File: src/uesf_cfg.svh
// register offsets, bit positions, reset values and timing counts for the event flag block
`ifndef UESF_CFG_SVH
`define UESF_CFG_SVH
`define UESF_OFS_STATUS      8'h00
`define UESF_OFS_MASK        8'h04
`define UESF_OFS_CONTROL     8'h08
`define UESF_OFS_VECTOR      8'h0C
`define UESF_BIT_BUS_RESET   7
`define UESF_BIT_SUSPEND     6
`define UESF_BIT_RESUME      5
`define UESF_BIT_FRAME       4
`define UESF_BIT_PSEUDO      3
`define UESF_BIT_SETUP       2
`define UESF_BIT_RESERVED    1
`define UESF_BIT_OVERWRITE   0
`define UESF_BIT_CONNECT     7
`define UESF_BIT_PROPAGATE   4
`define UESF_BIT_SHADOW      0
`define UESF_FLAG_MASK       8'hFD
`define UESF_CTRL_MASK       8'h91
`define UESF_RESET_BYTE      8'h00
`define UESF_CLK_MHZ         200
`define UESF_PSEUDO_US       1000
`define UESF_PSEUDO_CYCLES   (`UESF_PSEUDO_US * `UESF_CLK_MHZ)
`endif

File: src/uesf_pkg.sv
// types shared by the event flag block
package uesf_pkg;
  typedef logic [7:0] uesf_byte_t;
  typedef enum logic [2:0] {
    UESF_IDLE = 3'b001,
    UESF_DATA = 3'b010,
    UESF_RESP = 3'b100
  } uesf_wr_e;
endpackage

File: src/uesf_top.sv
// usb event status flags with mask, control and axi4-lite register access
//
// Local design decisions: the register offsets and the AXI4-Lite slave port.
`timescale 1ns/1ps
`include "uesf_cfg.svh"
module uesf_top
  import uesf_pkg::*;
#(
  parameter int PSEUDO_PERIOD = `UESF_PSEUDO_CYCLES
) (
  // clock and reset
  input  wire logic        CLK,
  input  wire logic        RST_N,
  // axi4-lite write address and data
  input  wire logic [7:0]  S_AXI_AWADDR,
  input  wire logic        S_AXI_AWVALID,
  output logic             S_AXI_AWREADY,
  input  wire logic [31:0] S_AXI_WDATA,
  input  wire logic [3:0]  S_AXI_WSTRB,
  input  wire logic        S_AXI_WVALID,
  output logic             S_AXI_WREADY,
  // axi4-lite write response
  output logic [1:0]       S_AXI_BRESP,
  output logic             S_AXI_BVALID,
  input  wire logic        S_AXI_BREADY,
  // axi4-lite read
  input  wire logic [7:0]  S_AXI_ARADDR,
  input  wire logic        S_AXI_ARVALID,
  output logic             S_AXI_ARREADY,
  output logic [31:0]      S_AXI_RDATA,
  output logic [1:0]       S_AXI_RRESP,
  output logic             S_AXI_RVALID,
  input  wire logic        S_AXI_RREADY,
  // event pins from the usb engine, asynchronous
  input  wire logic        BUS_RESET_DET,
  input  wire logic        SUSPEND_DET,
  input  wire logic        RESUME_DET,
  input  wire logic        FRAME_DET,
  input  wire logic        SETUP_DONE_DET,
  input  wire logic        SETUP_OVERWRITE_DET,
  input  wire logic        FRAME_LOCKED,
  // resets, controls and interrupt
  output logic             USB_LOGIC_RESET,
  output logic             CHIP_LOGIC_RESET,
  output logic             RESET_OUTPUT_PIN,
  output logic             BUS_CONNECT,
  output logic             SHADOW_ROM,
  output logic             IRQ
);
  // synchronised event levels
  logic [6:0] raw_w;
  logic [6:0] lvl;
  logic [6:0] lvl_d_r;
  assign raw_w = {BUS_RESET_DET, SUSPEND_DET, RESUME_DET, FRAME_DET,
                  SETUP_DONE_DET, SETUP_OVERWRITE_DET, FRAME_LOCKED};
  for (genvar i = 0; i < 7; i++) begin : g_sync
    uesf_sync u_sync (
      .clk   (CLK),
      .rst_n (RST_N),
      .d     (raw_w[i]),
      .q     (lvl[i])
    );
  end
  always_ff @(posedge CLK or negedge RST_N) begin
    if (!RST_N) lvl_d_r <= 7'h00;
    else        lvl_d_r <= lvl;
  end
  wire [6:0] rise       = lvl & ~lvl_d_r;
  wire       rst_rise   = rise[6];
  wire       locked     = lvl[0];
  wire       frame_rise = rise[3];
  logic      pseudo_tick;

  uesf_pseudo_timer #(
    .PERIOD (PSEUDO_PERIOD)
  ) u_pseudo (
    .clk    (CLK),
    .rst_n  (RST_N),
    .clear  (frame_rise || rst_rise),
    .locked (locked),
    .tick   (pseudo_tick)
  );

  // registers
  uesf_byte_t status_r;
  uesf_byte_t status_nxt;
  uesf_byte_t mask_r;
  uesf_byte_t ctrl_r;
  // propagated reset on a bus reset while the propagate bit is set; scrubs the mask only, controls are kept
  wire        propagate = ctrl_r[`UESF_BIT_PROPAGATE];
  wire        chip_rst  = rst_rise && propagate;

  // axi write path: address and data accepted in either order
  logic       aw_hold_r;
  logic       w_hold_r;
  logic [7:0] awaddr_r;
  logic [31:0] wdata_r;
  logic [3:0] wstrb_r;
  wire        aw_take  = S_AXI_AWVALID && S_AXI_AWREADY;
  wire        w_take   = S_AXI_WVALID && S_AXI_WREADY;
  wire        aw_have  = aw_hold_r || aw_take;
  wire        w_have   = w_hold_r || w_take;
  wire [7:0]  wr_addr  = aw_hold_r ? awaddr_r : S_AXI_AWADDR;
  wire [31:0] wr_data  = w_hold_r ? wdata_r : S_AXI_WDATA;
  wire [3:0]  wr_strb  = w_hold_r ? wstrb_r : S_AXI_WSTRB;
  wire        wr_fire  = aw_have && w_have && !S_AXI_BVALID;
  wire        wr_mask  = wr_fire && (wr_addr == `UESF_OFS_MASK);
  wire        wr_ctrl  = wr_fire && (wr_addr == `UESF_OFS_CONTROL);
  wire        wr_vec   = wr_fire && (wr_addr == `UESF_OFS_VECTOR);
  wire        wr_stat  = wr_fire && (wr_addr == `UESF_OFS_STATUS);
  wire        wr_known = wr_mask || wr_ctrl || wr_vec || wr_stat;
  // any write to the vector register clears the flags, data ignored
  wire        flag_clr = wr_vec;

  // event set vector
  uesf_byte_t set_w;
  assign set_w = {rst_rise,
                  rise[5],
                  rise[4],
                  frame_rise,
                  pseudo_tick,
                  rise[2],
                  1'b0,
                  rise[1]};
  // set wins over clear so a coincident event is not lost
  assign status_nxt = ((flag_clr ? `UESF_RESET_BYTE : status_r) | set_w)
                      & `UESF_FLAG_MASK;

  always_ff @(posedge CLK or negedge RST_N) begin
    if (!RST_N) status_r <= `UESF_RESET_BYTE;
    else        status_r <= status_nxt;
  end

  uesf_byte_t mask_nxt;
  uesf_byte_t ctrl_nxt;
  assign mask_nxt = chip_rst ? `UESF_RESET_BYTE :
                    (wr_mask && wr_strb[0]) ? (wr_data[7:0] & `UESF_FLAG_MASK) : mask_r;
  // connect and shadow bits survive a propagated reset, propagate bit is kept too
  assign ctrl_nxt = (wr_ctrl && wr_strb[0]) ? (wr_data[7:0] & `UESF_CTRL_MASK) : ctrl_r;
  always_ff @(posedge CLK or negedge RST_N) begin
    if (!RST_N) begin
      mask_r <= `UESF_RESET_BYTE;
      ctrl_r <= `UESF_RESET_BYTE;
    end else begin
      mask_r <= mask_nxt;
      ctrl_r <= ctrl_nxt;
    end
  end

  always_ff @(posedge CLK or negedge RST_N) begin
    if (!RST_N) begin
      aw_hold_r     <= 1'b0;
      w_hold_r      <= 1'b0;
      awaddr_r      <= 8'h00;
      wdata_r       <= 32'h0000_0000;
      wstrb_r       <= 4'h0;
      S_AXI_BVALID  <= 1'b0;
      S_AXI_BRESP   <= 2'b00;
    end else begin
      if (aw_take) awaddr_r <= S_AXI_AWADDR;
      if (w_take) begin
        wdata_r <= S_AXI_WDATA;
        wstrb_r <= S_AXI_WSTRB;
      end
      aw_hold_r <= aw_have && !wr_fire;
      w_hold_r  <= w_have && !wr_fire;
      if (wr_fire) begin
        S_AXI_BVALID <= 1'b1;
        // status is read-only: writes to it are refused
        S_AXI_BRESP  <= (wr_known && !wr_stat) ? 2'b00 : 2'b10;
      end else if (S_AXI_BREADY) begin
        S_AXI_BVALID <= 1'b0;
      end
    end
  end
  assign S_AXI_AWREADY = !aw_hold_r && !S_AXI_BVALID;
  assign S_AXI_WREADY  = !w_hold_r && !S_AXI_BVALID;

  // axi read path
  wire        ar_take = S_AXI_ARVALID && S_AXI_ARREADY;
  wire        rd_stat = (S_AXI_ARADDR == `UESF_OFS_STATUS);
  wire        rd_mask = (S_AXI_ARADDR == `UESF_OFS_MASK);
  wire        rd_ctrl = (S_AXI_ARADDR == `UESF_OFS_CONTROL);
  wire        rd_vec  = (S_AXI_ARADDR == `UESF_OFS_VECTOR);
  wire [7:0]  rd_byte = rd_stat ? status_r :
                        rd_mask ? mask_r :
                        rd_ctrl ? ctrl_r : 8'h00;
  wire        rd_ok   = rd_stat || rd_mask || rd_ctrl || rd_vec;
  assign S_AXI_ARREADY = !S_AXI_RVALID;
  always_ff @(posedge CLK or negedge RST_N) begin
    if (!RST_N) begin
      S_AXI_RVALID <= 1'b0;
      S_AXI_RDATA  <= 32'h0000_0000;
      S_AXI_RRESP  <= 2'b00;
    end else if (ar_take) begin
      S_AXI_RVALID <= 1'b1;
      S_AXI_RDATA  <= {24'h00_0000, rd_byte};
      S_AXI_RRESP  <= rd_ok ? 2'b00 : 2'b10;
    end else if (S_AXI_RREADY) begin
      S_AXI_RVALID <= 1'b0;
    end
  end

  // reset, control and interrupt outputs, all registered
  always_ff @(posedge CLK or negedge RST_N) begin
    if (!RST_N) begin
      USB_LOGIC_RESET  <= 1'b0;
      CHIP_LOGIC_RESET <= 1'b0;
      RESET_OUTPUT_PIN <= 1'b0;
      BUS_CONNECT      <= 1'b0;
      SHADOW_ROM       <= 1'b0;
      IRQ              <= 1'b0;
    end else begin
      USB_LOGIC_RESET  <= lvl[6];
      CHIP_LOGIC_RESET <= lvl[6] && propagate;
      RESET_OUTPUT_PIN <= lvl[6] && propagate;
      BUS_CONNECT      <= ctrl_nxt[`UESF_BIT_CONNECT];
      SHADOW_ROM       <= ctrl_nxt[`UESF_BIT_SHADOW];
      IRQ              <= |(status_nxt & mask_nxt);
    end
  end
endmodule

File: src/uesf_sync.sv
// two-flop synchroniser for one level input
`timescale 1ns/1ps
module uesf_sync (
  // clock and reset
  input  wire logic clk,
  input  wire logic rst_n,
  // level in and out
  input  wire logic d,
  output logic      q
);
  logic meta_r;
  always_ff @(posedge clk or negedge rst_n) begin
    if (!rst_n) begin
      meta_r <= 1'b0;
      q      <= 1'b0;
    end else begin
      meta_r <= d;
      q      <= meta_r;
    end
  end
endmodule

File: src/uesf_pseudo_timer.sv
// free-running frame-start generator used while the frame timer is unlocked
`timescale 1ns/1ps
`include "uesf_cfg.svh"
module uesf_pseudo_timer #(
  parameter int PERIOD = `UESF_PSEUDO_CYCLES
) (
  // clock and reset
  input  wire logic clk,
  input  wire logic rst_n,
  // control
  input  wire logic clear,
  input  wire logic locked,
  // event
  output logic      tick
);
  localparam logic [31:0] LAST = 32'(PERIOD - 1);
  logic [31:0] cnt_r;
  logic [31:0] cnt_nxt;
  wire         at_end = (cnt_r >= LAST);
  // restarts on a real frame so pseudo events keep the host rhythm once unlocked
  assign cnt_nxt = (clear || at_end) ? 32'h0000_0000 : cnt_r + 32'h0000_0001;
  always_ff @(posedge clk or negedge rst_n) begin
    if (!rst_n) begin
      cnt_r <= 32'h0000_0000;
      tick  <= 1'b0;
    end else begin
      cnt_r <= cnt_nxt;
      tick  <= at_end && !clear && !locked;
    end
  end
endmodule

File: config.mk
export PLATFORM = sky130hd
export DESIGN_NAME = uesf_top
export DESIGN_NICKNAME = d
export VERILOG_FILES = /design/src/uesf_pkg.sv /design/src/uesf_top.sv /design/src/uesf_sync.sv /design/src/uesf_pseudo_timer.sv
export VERILOG_INCLUDE_DIRS = /design/src
export SDC_FILE = /design/constraint.sdc
export NUM_CORES = 1
export LEC_CHECK = 0
export BUFFER_PORTS_ARGS = -buffer_cell sky130_fd_sc_hd__buf_2
export CAP_MARGIN = 20
export CORE_MARGIN = 2
export CORE_UTILIZATION = 30
export DETAILED_ROUTE_END_ITERATION = 10
export PLACE_DENSITY_LB_ADDON = 0.25
export SLEW_MARGIN = 30
export SYNTH_ARGS = -nofsm -noshare
export SYNTH_HDL_FRONTEND = slang
export SYNTH_SLANG_ARGS = --single-unit
File: constraint.sdc
create_clock -name CLK -period 3.19 [get_ports CLK]
set_clock_uncertainty 0.2 [all_clocks]
set_input_delay 0.1595 -clock CLK [delete_from_list [all_inputs] [get_ports CLK]]
set_output_delay 0.1595 -clock CLK [all_outputs]
set_load 0.01 [all_outputs]
==> qor.yml, run 1 <==
status: "complete, no violations"
via_per_inst: 4.320
critPathMaxFanout: 7
initial_core_util_pct: 30.67
min_from: "S_AXI_ARADDR[2]"
cp_slowest_cell: "a2111oi_0"
crit_chain: "dlygate4sd3_1, buf_2, or4_4, nor4_4, o21ai_2, a2111oi_0, a211oi_1, a22oi_1, nand4b_1"
clk_transition_reported_paths_ns: 0.07
async_flop_share_pct: 100.0
ioPinCount: 113
crit_path_max_incr_delay_ns: 0.62
synthToLayoutAreaGrowth_pct: 25.37
cts_setup_buffers: 0
relSlewSlack_pct: 43.09
power_density_nw_per_um2: 636.1
required_ns: 3.21
numCtsBuffers: 9
rrSetupSlack_ns: 0.60
die_w_um: 123.1
gp_congestion: 0.7605
p_seq_share_pct: 47.0
finalHoldViolations: 0
post-dp-hpwl_um: 5799
grt_overflow: 0
wl_met3_um: 441
clkSinkCount: 102
finalMaxSlewViolations: 0
cap_violations: 0
wl_per_cell_um: 12.53
leakage_nw: 2.438
routed.top_layer: "met4"
r2r_end: "IRQ"
die_h_um: 123.1
drt-met1-wl_um: 3703
min_delay_worst_endpoint: "S_AXI_RDATA[2]"
gr-usage-all-layers_pct: 11.88
worstPathArrival_ns: 2.84
synthCells: 359
num_antenna_cells: 0
ant_nets: 0
synth_edf_count: 0
switchingPower_uw: 874.5
cts_tree: "done"
synth_ff_type: "dfrtp_1"
fin_util_pct: 38.44
drive_above_1_share_pct: 23.67
grt_start_max_net_pins: 70
crit_path_end_kind: "register"
design.core.area_um2: 13880
grt_pass1_wl_um: 13590
numPortBuffers: 58
cts_max_level: 3
drt_iter0_drc: 154
worstSkewPairLatency_ns: 0.34
reg2reg_from: "aw_hold_r"
p_clk_share_pct: 35.0
sw_frac_of_total_pct: 25.77
synth_seq_area_share_pct: 59.96
irDropWorstVdd_uv: 231.9
pwr-share-comb_pct: 17.9
ys_types: 54
hold_depth: 3
tightest_slew_ns: 0.8536
clock-root-buffer: "clkbuf_16"
p_int_mw: 2.520
first_pass_iters: 4
reg2reg_depth: 7
setup-tns-final_ns: 0
final_net_count: 531
post-route-drc-count: 0
finalSetupViolations: 0
rsz0062_at_grt: "no"
avgSynthCellArea_um2: 11.86
via_count: 2804
power.total_mw: 3.394
syn-cell-area_um2: 4257
die_area_um2: 15160
rows: 43
wl_um: 8131
post-route-min-period_ns: 2.818
timing.fmax_mhz: 354.9
ys_ff_latch: 102
wl_met2_um: 3882
min_path_type: "in -> reg"
worstSetupPathType: "in -> reg"
period_share_pct: 88.33
worstSetupStartpointType: "primary input"
antenna_found_initial: 0
ctsLongestPathBuffers: 2
ys_warn_count: 0
grt_pass1_vias: 2739
==> worst max-delay path, delay by kind of cell <==
kind	cells	cell delay [ns]
AOI/OAI and AO/OA	4	1.15
and+or+nand+nor	3	0.87
buffers and inverters	2	0.65
==> cells in the mapped netlist, types with 2 or more instances <==
cell	instances	area, um^2
o21bai_1	2	15.01
dfrtp_1	102	2552
buf_4	28	210.2
nand2b_1	2	12.51
clkbuf_1	7	26.28
xor2_1	7	61.31
and2_1	3	18.77
inv_1	16	60.06
nor2b_1	7	43.79
a22oi_1	3	22.52
mux2i_1	12	120.1
nand3_1	6	30.03
a2111oi_0	3	26.28
nand4_1	5	31.28
mux2_2	22	247.7
and3_1	2	12.51
a21oi_1	7	35.03
a211oi_1	3	22.52
o21ai_0	11	55.05
nor4_1	6	37.54
nor2_1	23	86.33
nand2_1	23	86.33
xnor2_1	9	78.83
nor3_1	19	95.09
or4_1	2	15.01
==> what timing repair did <==
item,in CTS,in global routing
hold buffers,31,0
hold endpoints to repair,97,0
gates resized for setup,0,0
==> area by class of cell <==
type / count / area, um^2
clock buffer: 11 / 252.7
clock inverter: 5 / 81.33
fill: 1361 / 8544
inverter: 16 / 60.06
multi-input combinational: 242 / 1531
sequential: 102 / 2552
tap: 180 / 225.2
timing repair buffer: 93 / 633.1
==> power groups by stage <==
stage          Sequential [mW]  Clock (mW)  Combinational, mW
2_1_floorplan             1.58           0              0.453
3_3_place_gp              1.62           0              0.556
3_5_place_dp              1.62           0              0.573
4_1_cts                   1.60        1.24              0.620
5_1_grt                   1.63        1.29              0.693
6_report                  1.60        1.19              0.609
==> registers in the layout, summed over array words and instances (netlist names), 3 cells and up <==
name and count:
S_AXI_RDATA 8, awaddr_r 8, ctrl_r 3, g_sync.u_sync.meta_r 7, g_sync.u_sync.q 7, lvl_d_r 5, mask_r 7, status_r 7
u_pseudo.cnt_r 32, wdata_r 7
==> placed cells by master, fill, tap and decap left out, drive strengths merged, types with 2 or more instances in the layout <==
| master | Yosys | routed |
|---|---|---|
| o21bai | 2 | 2 |
| dlygate4sd3 | 0 | 31 |
| or4 | 3 | 3 |
| and3 | 3 | 3 |
| nor3 | 19 | 19 |
| o21a | 2 | 2 |
| nand4 | 5 | 5 |
| and2 | 4 | 4 |
| nor2 | 23 | 23 |
| a21oi | 7 | 7 |
| nor4 | 7 | 7 |
| bufinv | 0 | 2 |
| mux2i | 12 | 12 |
| nor2b | 7 | 7 |
| buf | 30 | 62 |
| nand3 | 7 | 7 |
| inv | 16 | 16 |
| clkbuf | 8 | 11 |
| nand2 | 23 | 23 |
| a2111oi | 3 | 3 |
| a211oi | 3 | 3 |
| a22oi | 3 | 3 |
| xnor2 | 9 | 9 |
| conb | 1 | 40 |
| o31a | 2 | 2 |
| clkinv | 0 | 2 |
| dfrtp | 102 | 102 |
| nand2b | 2 | 2 |
| xor2 | 7 | 7 |
| mux2 | 22 | 22 |
| o21ai | 13 | 13 |
==> per-stage QoR <==
step           cell area (um^2)  hold WS [ns]  cells  worst slack (ns)
4_1_cts                    5336       0.03472    649            0.2947
5_1_grt                    5336       0.06463    649            0.1762
2_1_floorplan              4403       -0.3361    398            0.8591
3_3_place_gp               4692       0.06853    602            0.4367
6_report                   5336       0.05099    649            0.3724
3_5_place_dp               4692       0.06925    602            0.4642
==> layer usage <==
layer  up-vias  global-route usage, %
met5         -                      0
met4         0                  3.977
met3         8                  4.935
met2        68                  18.23
met1      1361                  15.20
li1       1367                      -
==> cells by family after synthesis <==
family	synth area share, %
adders and majority gates	0.2939
AOI/OAI and AO/OA	6.555
xor gates and xnor gates	3.292
other	0.08810
muxes	8.642
and+or+nand+nor	13.67
DFF	59.96
buffers and inverters	7.495
==> how the worst max path moves through the flow <==
stage	startpoint	endpoint	slack [ns]	depth (start not counted)
2_1_floorplan	u_pseudo.cnt_r[0]	u_pseudo.cnt_r[10]	0.86	10
3_3_place_gp	S_AXI_AWADDR[0]	IRQ	0.44	8
3_5_place_dp	S_AXI_AWADDR[0]	IRQ	0.46	8
4_1_cts	S_AXI_AWADDR[0]	IRQ	0.29	9
5_1_grt	S_AXI_AWADDR[0]	IRQ	0.18	9
6_report	S_AXI_AWADDR[0]	IRQ	0.37	9
(Power assumes the default switching activity.)
==> run 2: changes to the inputs <==
--- a/config.mk
+++ b/config.mk
@@ -10,8 +10,9 @@
 export CAP_MARGIN = 20
 export CORE_MARGIN = 2
 export CORE_UTILIZATION = 30
+export CTS_BUF_LIST = sky130_fd_sc_hd__clkbuf_8 sky130_fd_sc_hd__clkbuf_16
 export DETAILED_ROUTE_END_ITERATION = 10
-export PLACE_DENSITY_LB_ADDON = 0.25
+export PLACE_DENSITY = 0.6
 export SLEW_MARGIN = 30
 export SYNTH_ARGS = -nofsm -noshare
 export SYNTH_HDL_FRONTEND = slang
==> qor.yml, run 2 (synthesis results as in run 1) <==
power_density_nw_per_um2: 626.2
numCtsBuffers: 9
finalMaxSlewViolations: 0
fillerInstances: 1358
rrSetupSlack_ns: 0.52
cp_slowest_cell: "a2111oi_0"
relSlewSlack_pct: 47.56
antenna_found_initial: 0
setup-tns-final_ns: 0
cts_max_level: 3
synthToLayoutAreaGrowth_pct: 24.75
wl_per_cell_um: 12.45
regMostFlops: "u_pseudo.cnt_r"
gp_congestion: 0.7414
ant_nets: 0
required_ns: 3.22
gr-usage-all-layers_pct: 11.24
clk_transition_reported_paths_ns: 0.08
die_h_um: 123.1
period_share_pct: 90.91
clkSinkCount: 102
clock-root-buffer: "clkbuf_16"
rsz0062_at_grt: "no"
leakage_nw: 2.424
largest_reg_flops: 32
holdBufCountCts: 30
via_per_inst: 4.326
worstPathArrival_ns: 2.93
die_area_um2: 15160
crit_chain: "dlygate4sd3_1, buf_2, or4_4, nor4_4, o21ai_2, a2111oi_0, a211oi_1, a22oi_1, nand4b_1"
status: "complete, no violations"
critPathMaxFanout: 7
final_net_count: 530
ctsResizeCount: 0
timing.fmax_mhz: 344.8
numPlacedInstances: 602
mostFrequentLayoutCells: "dfrtp_1 (102), buf_2 (57), conb_1 (40)"
crit_path_end_kind: "register"
post-dp-hpwl_um: 5635
numPortBuffers: 58
grt_pass1_wl_um: 13190
worstSetupStartpointType: "primary input"
grt_pass1_vias: 2801
ioPinCount: 113
drt_iter0_drc: 198
cts_setup_buffers: 0
first_pass_iters: 4
grt_start_max_net_pins: 89
finalHoldViolations: 0
cp.buffers_inverters: 2
irDropWorstVdd_uv: 228.2
layout_commonest_cell: "dfrtp_1"
die_w_um: 123.1
rows: 43
post-route-min-period_ns: 2.900
via_count: 2803
finalSetupViolations: 0
drive_above_1_share_pct: 23.72
reg_top3: "u_pseudo.cnt_r: 32 flops, S_AXI_RDATA: 8 flops, awaddr_r: 8 flops"
crit_family: "compound AO/OA/AOI/OAI gates"
ctsLongestPathBuffers: 2
tightest_slew_ns: 0.7866
min_path_type: "in -> reg"
worstSetupPathType: "in -> reg"
design.core.area_um2: 13880
cap_violations: 0
wl_um: 8065
initial_core_util_pct: 30.67
num_antenna_cells: 0
post-route-drc-count: 0
cts_tree: "done"
final_cells: 648
grt_overflow: 0
worstSkewPairLatency_ns: 0.35
crit_path_max_incr_delay_ns: 0.68
-- run 2: cell count changes in the layout (fill, tap and decap cells not counted), sizes merged --
cell	delta
clkbuf	-1
clkinv	-1
bufinv	-1
dlygate4sd3	-1
inv	+3
-- run 2: through the flow --
step / hold slack (ns) / instance area (um^2) / power (mW) / setup WS [ns] / util [%]
after floorplan: -0.3361 / 4403 / 2.033 / 0.8591 / -
after detailed placement: 0.06883 / 4696 / 2.190 / 0.4131 / 33.83
after global routing: 0.04690 / 5310 / 3.510 / 0.1225 / 38.25
after global placement: 0.06862 / 4692 / 2.163 / 0.4477 / 33.80
after CTS: 0.01050 / 5310 / 3.367 / 0.2348 / 38.25
final: 0.009703 / 5310 / 3.325 / 0.2899 / 38.25
-- run 2: final timing paths --
path	startpoint	endpoint	cells after the start
worst min-delay path	S_AXI_WVALID	w_hold_r	3
worst max register to register	aw_hold_r	IRQ	7
worst min register to register	g_sync[4].u_sync.meta_r	g_sync[4].u_sync.q	0
max in group asynchronous	RST_N	mask_r[5]	3
worst max-delay path	S_AXI_AWADDR[1]	IRQ	9
min in group asynchronous	RST_N	g_sync[6].u_sync.q	2
-- run 2: final cells by class --
| type | count | area, um^2 | share of cell area, % |
|---|---|---|---|
| inverter | 16 | 60.06 | 1.131 |
| multi-input combinational | 242 | 1531 | 28.84 |
| sequential | 102 | 2552 | 48.07 |
| clock inverter | 6 | 75.07 | 1.414 |
| clock buffer | 10 | 239.0 | 4.500 |
| tap | 180 | 225.2 | 4.241 |
| timing repair buffer | 92 | 626.9 | 11.80 |
-- run 2: tightest hold or removal path, stage by stage --
cell	delay [ns]
buf_2	0.09
nor2b_1	0.17
o21a_1	0.12
-- run 2: power by group --
part / switching (mW) / total [mW] / internal [mW]
clock network: 0.491 / 1.13 / 0.642
logic: 0.298 / 0.604 / 0.306
registers: 0.113 / 1.59 / 1.48
total: 0.902 / 3.33 / 2.42
-- run 2: per-layer routing --
metal,track usage [%],vias up,routed length [um]
li1,-,1371,-
met4,4.474,0,136
met2,18.54,78,3852
met3,3.044,11,404
met5,0,-,0
met1,14.03,1343,3672
==> run 3: changes to the inputs <==
==> constraint.sdc (replaced) <==
create_clock -name CLK -period 3.19 [get_ports CLK]
set_clock_uncertainty 0.2 [all_clocks]
set_input_delay 0.638 -clock CLK [delete_from_list [all_inputs] [get_ports CLK]]
set_output_delay 0.638 -clock CLK [all_outputs]
set_load 0.01 [all_outputs]
==> qor.yml, run 3 (synthesis results as in run 1) <==
status: "complete, no violations"
rsz0062_at_grt: "no"
ant_nets: 0
period_share_pct: 85.16
wl_per_cell_um: 12.72
final_net_count: 502
ctsResizeCount: 0
cts_setup_buffers: 0
worstSetupPathType: "in -> reg"
finalHoldViolations: 0
reg2reg_from: "aw_hold_r"
irDropWorstVdd_uv: 252.8
p_seq_share_pct: 49.4
min_from: "g_sync[4].u_sync.meta_r"
synthToLayoutAreaGrowth_pct: 17.61
grt_pass1_wl_um: 12810
gr-usage-all-layers_pct: 10.87
critPathLaunch: "S_AXI_AWADDR[0]"
grt_start_max_net_pins: 66
worstSkewPairLatency_ns: 0.35
design.core.area_um2: 13880
required_ns: 3.21
grt_pass1_vias: 2746
layout_commonest_cell: "dfrtp_1"
post-route-min-period_ns: 2.717
pwr-share-comb_pct: 17.4
crit_path_end_kind: "register"
r2r_end: "IRQ"
relSlewSlack_pct: 46.65
reg2reg_depth: 7
ioPinCount: 113
clock-root-buffer: "clkbuf_16"
clk_transition_reported_paths_ns: 0.08
grt_overflow: 0
die_w_um: 123.1
numCtsBuffers: 9
drive_above_1_share_pct: 25.68
sw_frac_of_total_pct: 28.62
power.total_mw: 3.229
via_per_inst: 4.390
drt_iter0_drc: 119
gp_congestion: 0.7912
cap_violations: 0
p_int_mw: 2.305
crit_path_end: "IRQ"
cts_max_level: 3
numPortBuffers: 58
switchingPower_uw: 924.1
largest_reg_flops: 32
leakage_nw: 2.306
initial_core_util_pct: 30.67
worstSetupStartpointType: "primary input"
antenna_found_initial: 0
tightest_slew_ns: 0.8003
regMostFlops: "u_pseudo.cnt_r"
rrSetupSlack_ns: 0.61
holdBufCountCts: 0
num_antenna_cells: 0
min_path_type: "reg -> reg"
mostFrequentLayoutCells: "dfrtp_1 (102), buf_2 (57), conb_1 (40)"
timing.fmax_mhz: 368.1
finalSetupViolations: 0
p_clk_share_pct: 33.2
post-route-drc-count: 0
clkSinkCount: 102
wl_um: 7886
power_density_nw_per_um2: 645.0
die_area_um2: 15160
finalMaxSlewViolations: 0
ctsLongestPathBuffers: 2
cts_tree: "done"
reg_top3: "u_pseudo.cnt_r: 32 flops, S_AXI_RDATA: 8 flops, awaddr_r: 8 flops"
first_pass_iters: 4
via_count: 2722
die_h_um: 123.1
rows: 43
post-dp-hpwl_um: 5784
setup-tns-final_ns: 0
worstPathArrival_ns: 2.74
critPathMaxFanout: 7
-- run 3: critical path: stages --
cell and delay, ns:
buf_2 0.10, or4_4 0.55, nor4_4 0.22, o21ai_2 0.17, a2111oi_0 0.60, a211oi_1 0.14, a22oi_1 0.20, nand4b_1 0.12
-- run 3: power groups by stage --
stage / combinational, mW / sequential (mW) / clock, mW
final: 0.561 / 1.59 / 1.07
after global routing: 0.631 / 1.62 / 1.17
after CTS: 0.569 / 1.60 / 1.13
after detailed placement: 0.566 / 1.62 / 0
after global placement: 0.553 / 1.61 / 0
after floorplan: 0.453 / 1.58 / 0
-- run 3: final cells by class --
| type | instances | area, um^2 |
|---|---|---|
| clock buffers | 9 | 225.2 |
| clock inverters | 7 | 73.82 |
| fillers | 1399 | 8875 |
| inverters | 16 | 60.06 |
| multi-input cells | 242 | 1531 |
| flip-flops and latches | 102 | 2552 |
| well taps | 180 | 225.2 |
| repair buffers | 64 | 337.8 |
-- run 3: worst min path at each step --
stage | cells past startpoint | to
detailed placement | 0 | g_sync[4].u_sync.q
finish | 0 | g_sync[4].u_sync.q
global placement | 0 | g_sync[0].u_sync.q
floorplan | 0 | g_sync[0].u_sync.q
global route | 0 | g_sync[4].u_sync.q
CTS | 0 | g_sync[4].u_sync.q
-- run 3: layer usage --
metal | track usage [%] | up-vias | wire length [um] | part of all wire [%]
met3 | 3.598 | 7 | 442 | 5.6
li1 | - | 1325 | - | -
met1 | 12.89 | 1315 | 3511 | 45
met2 | 18.51 | 75 | 3853 | 49
met4 | 3.764 | 0 | 78 | 0.99
met5 | 0 | - | 0 | 0
-- run 3: through the flow --
stage	setup slack, ns	instances	utilization (%)	instance area [um^2]	hold slack (ns)
floorplan	0.6352	398	-	4403	0.1312
detailed placement	0.1149	604	33.91	4707	0.1364
global route	0.3754	620	36.06	5006	0.1445
finish	0.4733	620	36.06	5006	0.1396
global placement	0.09596	604	33.91	4707	0.1371
CTS	0.4957	620	36.06	5006	0.1422
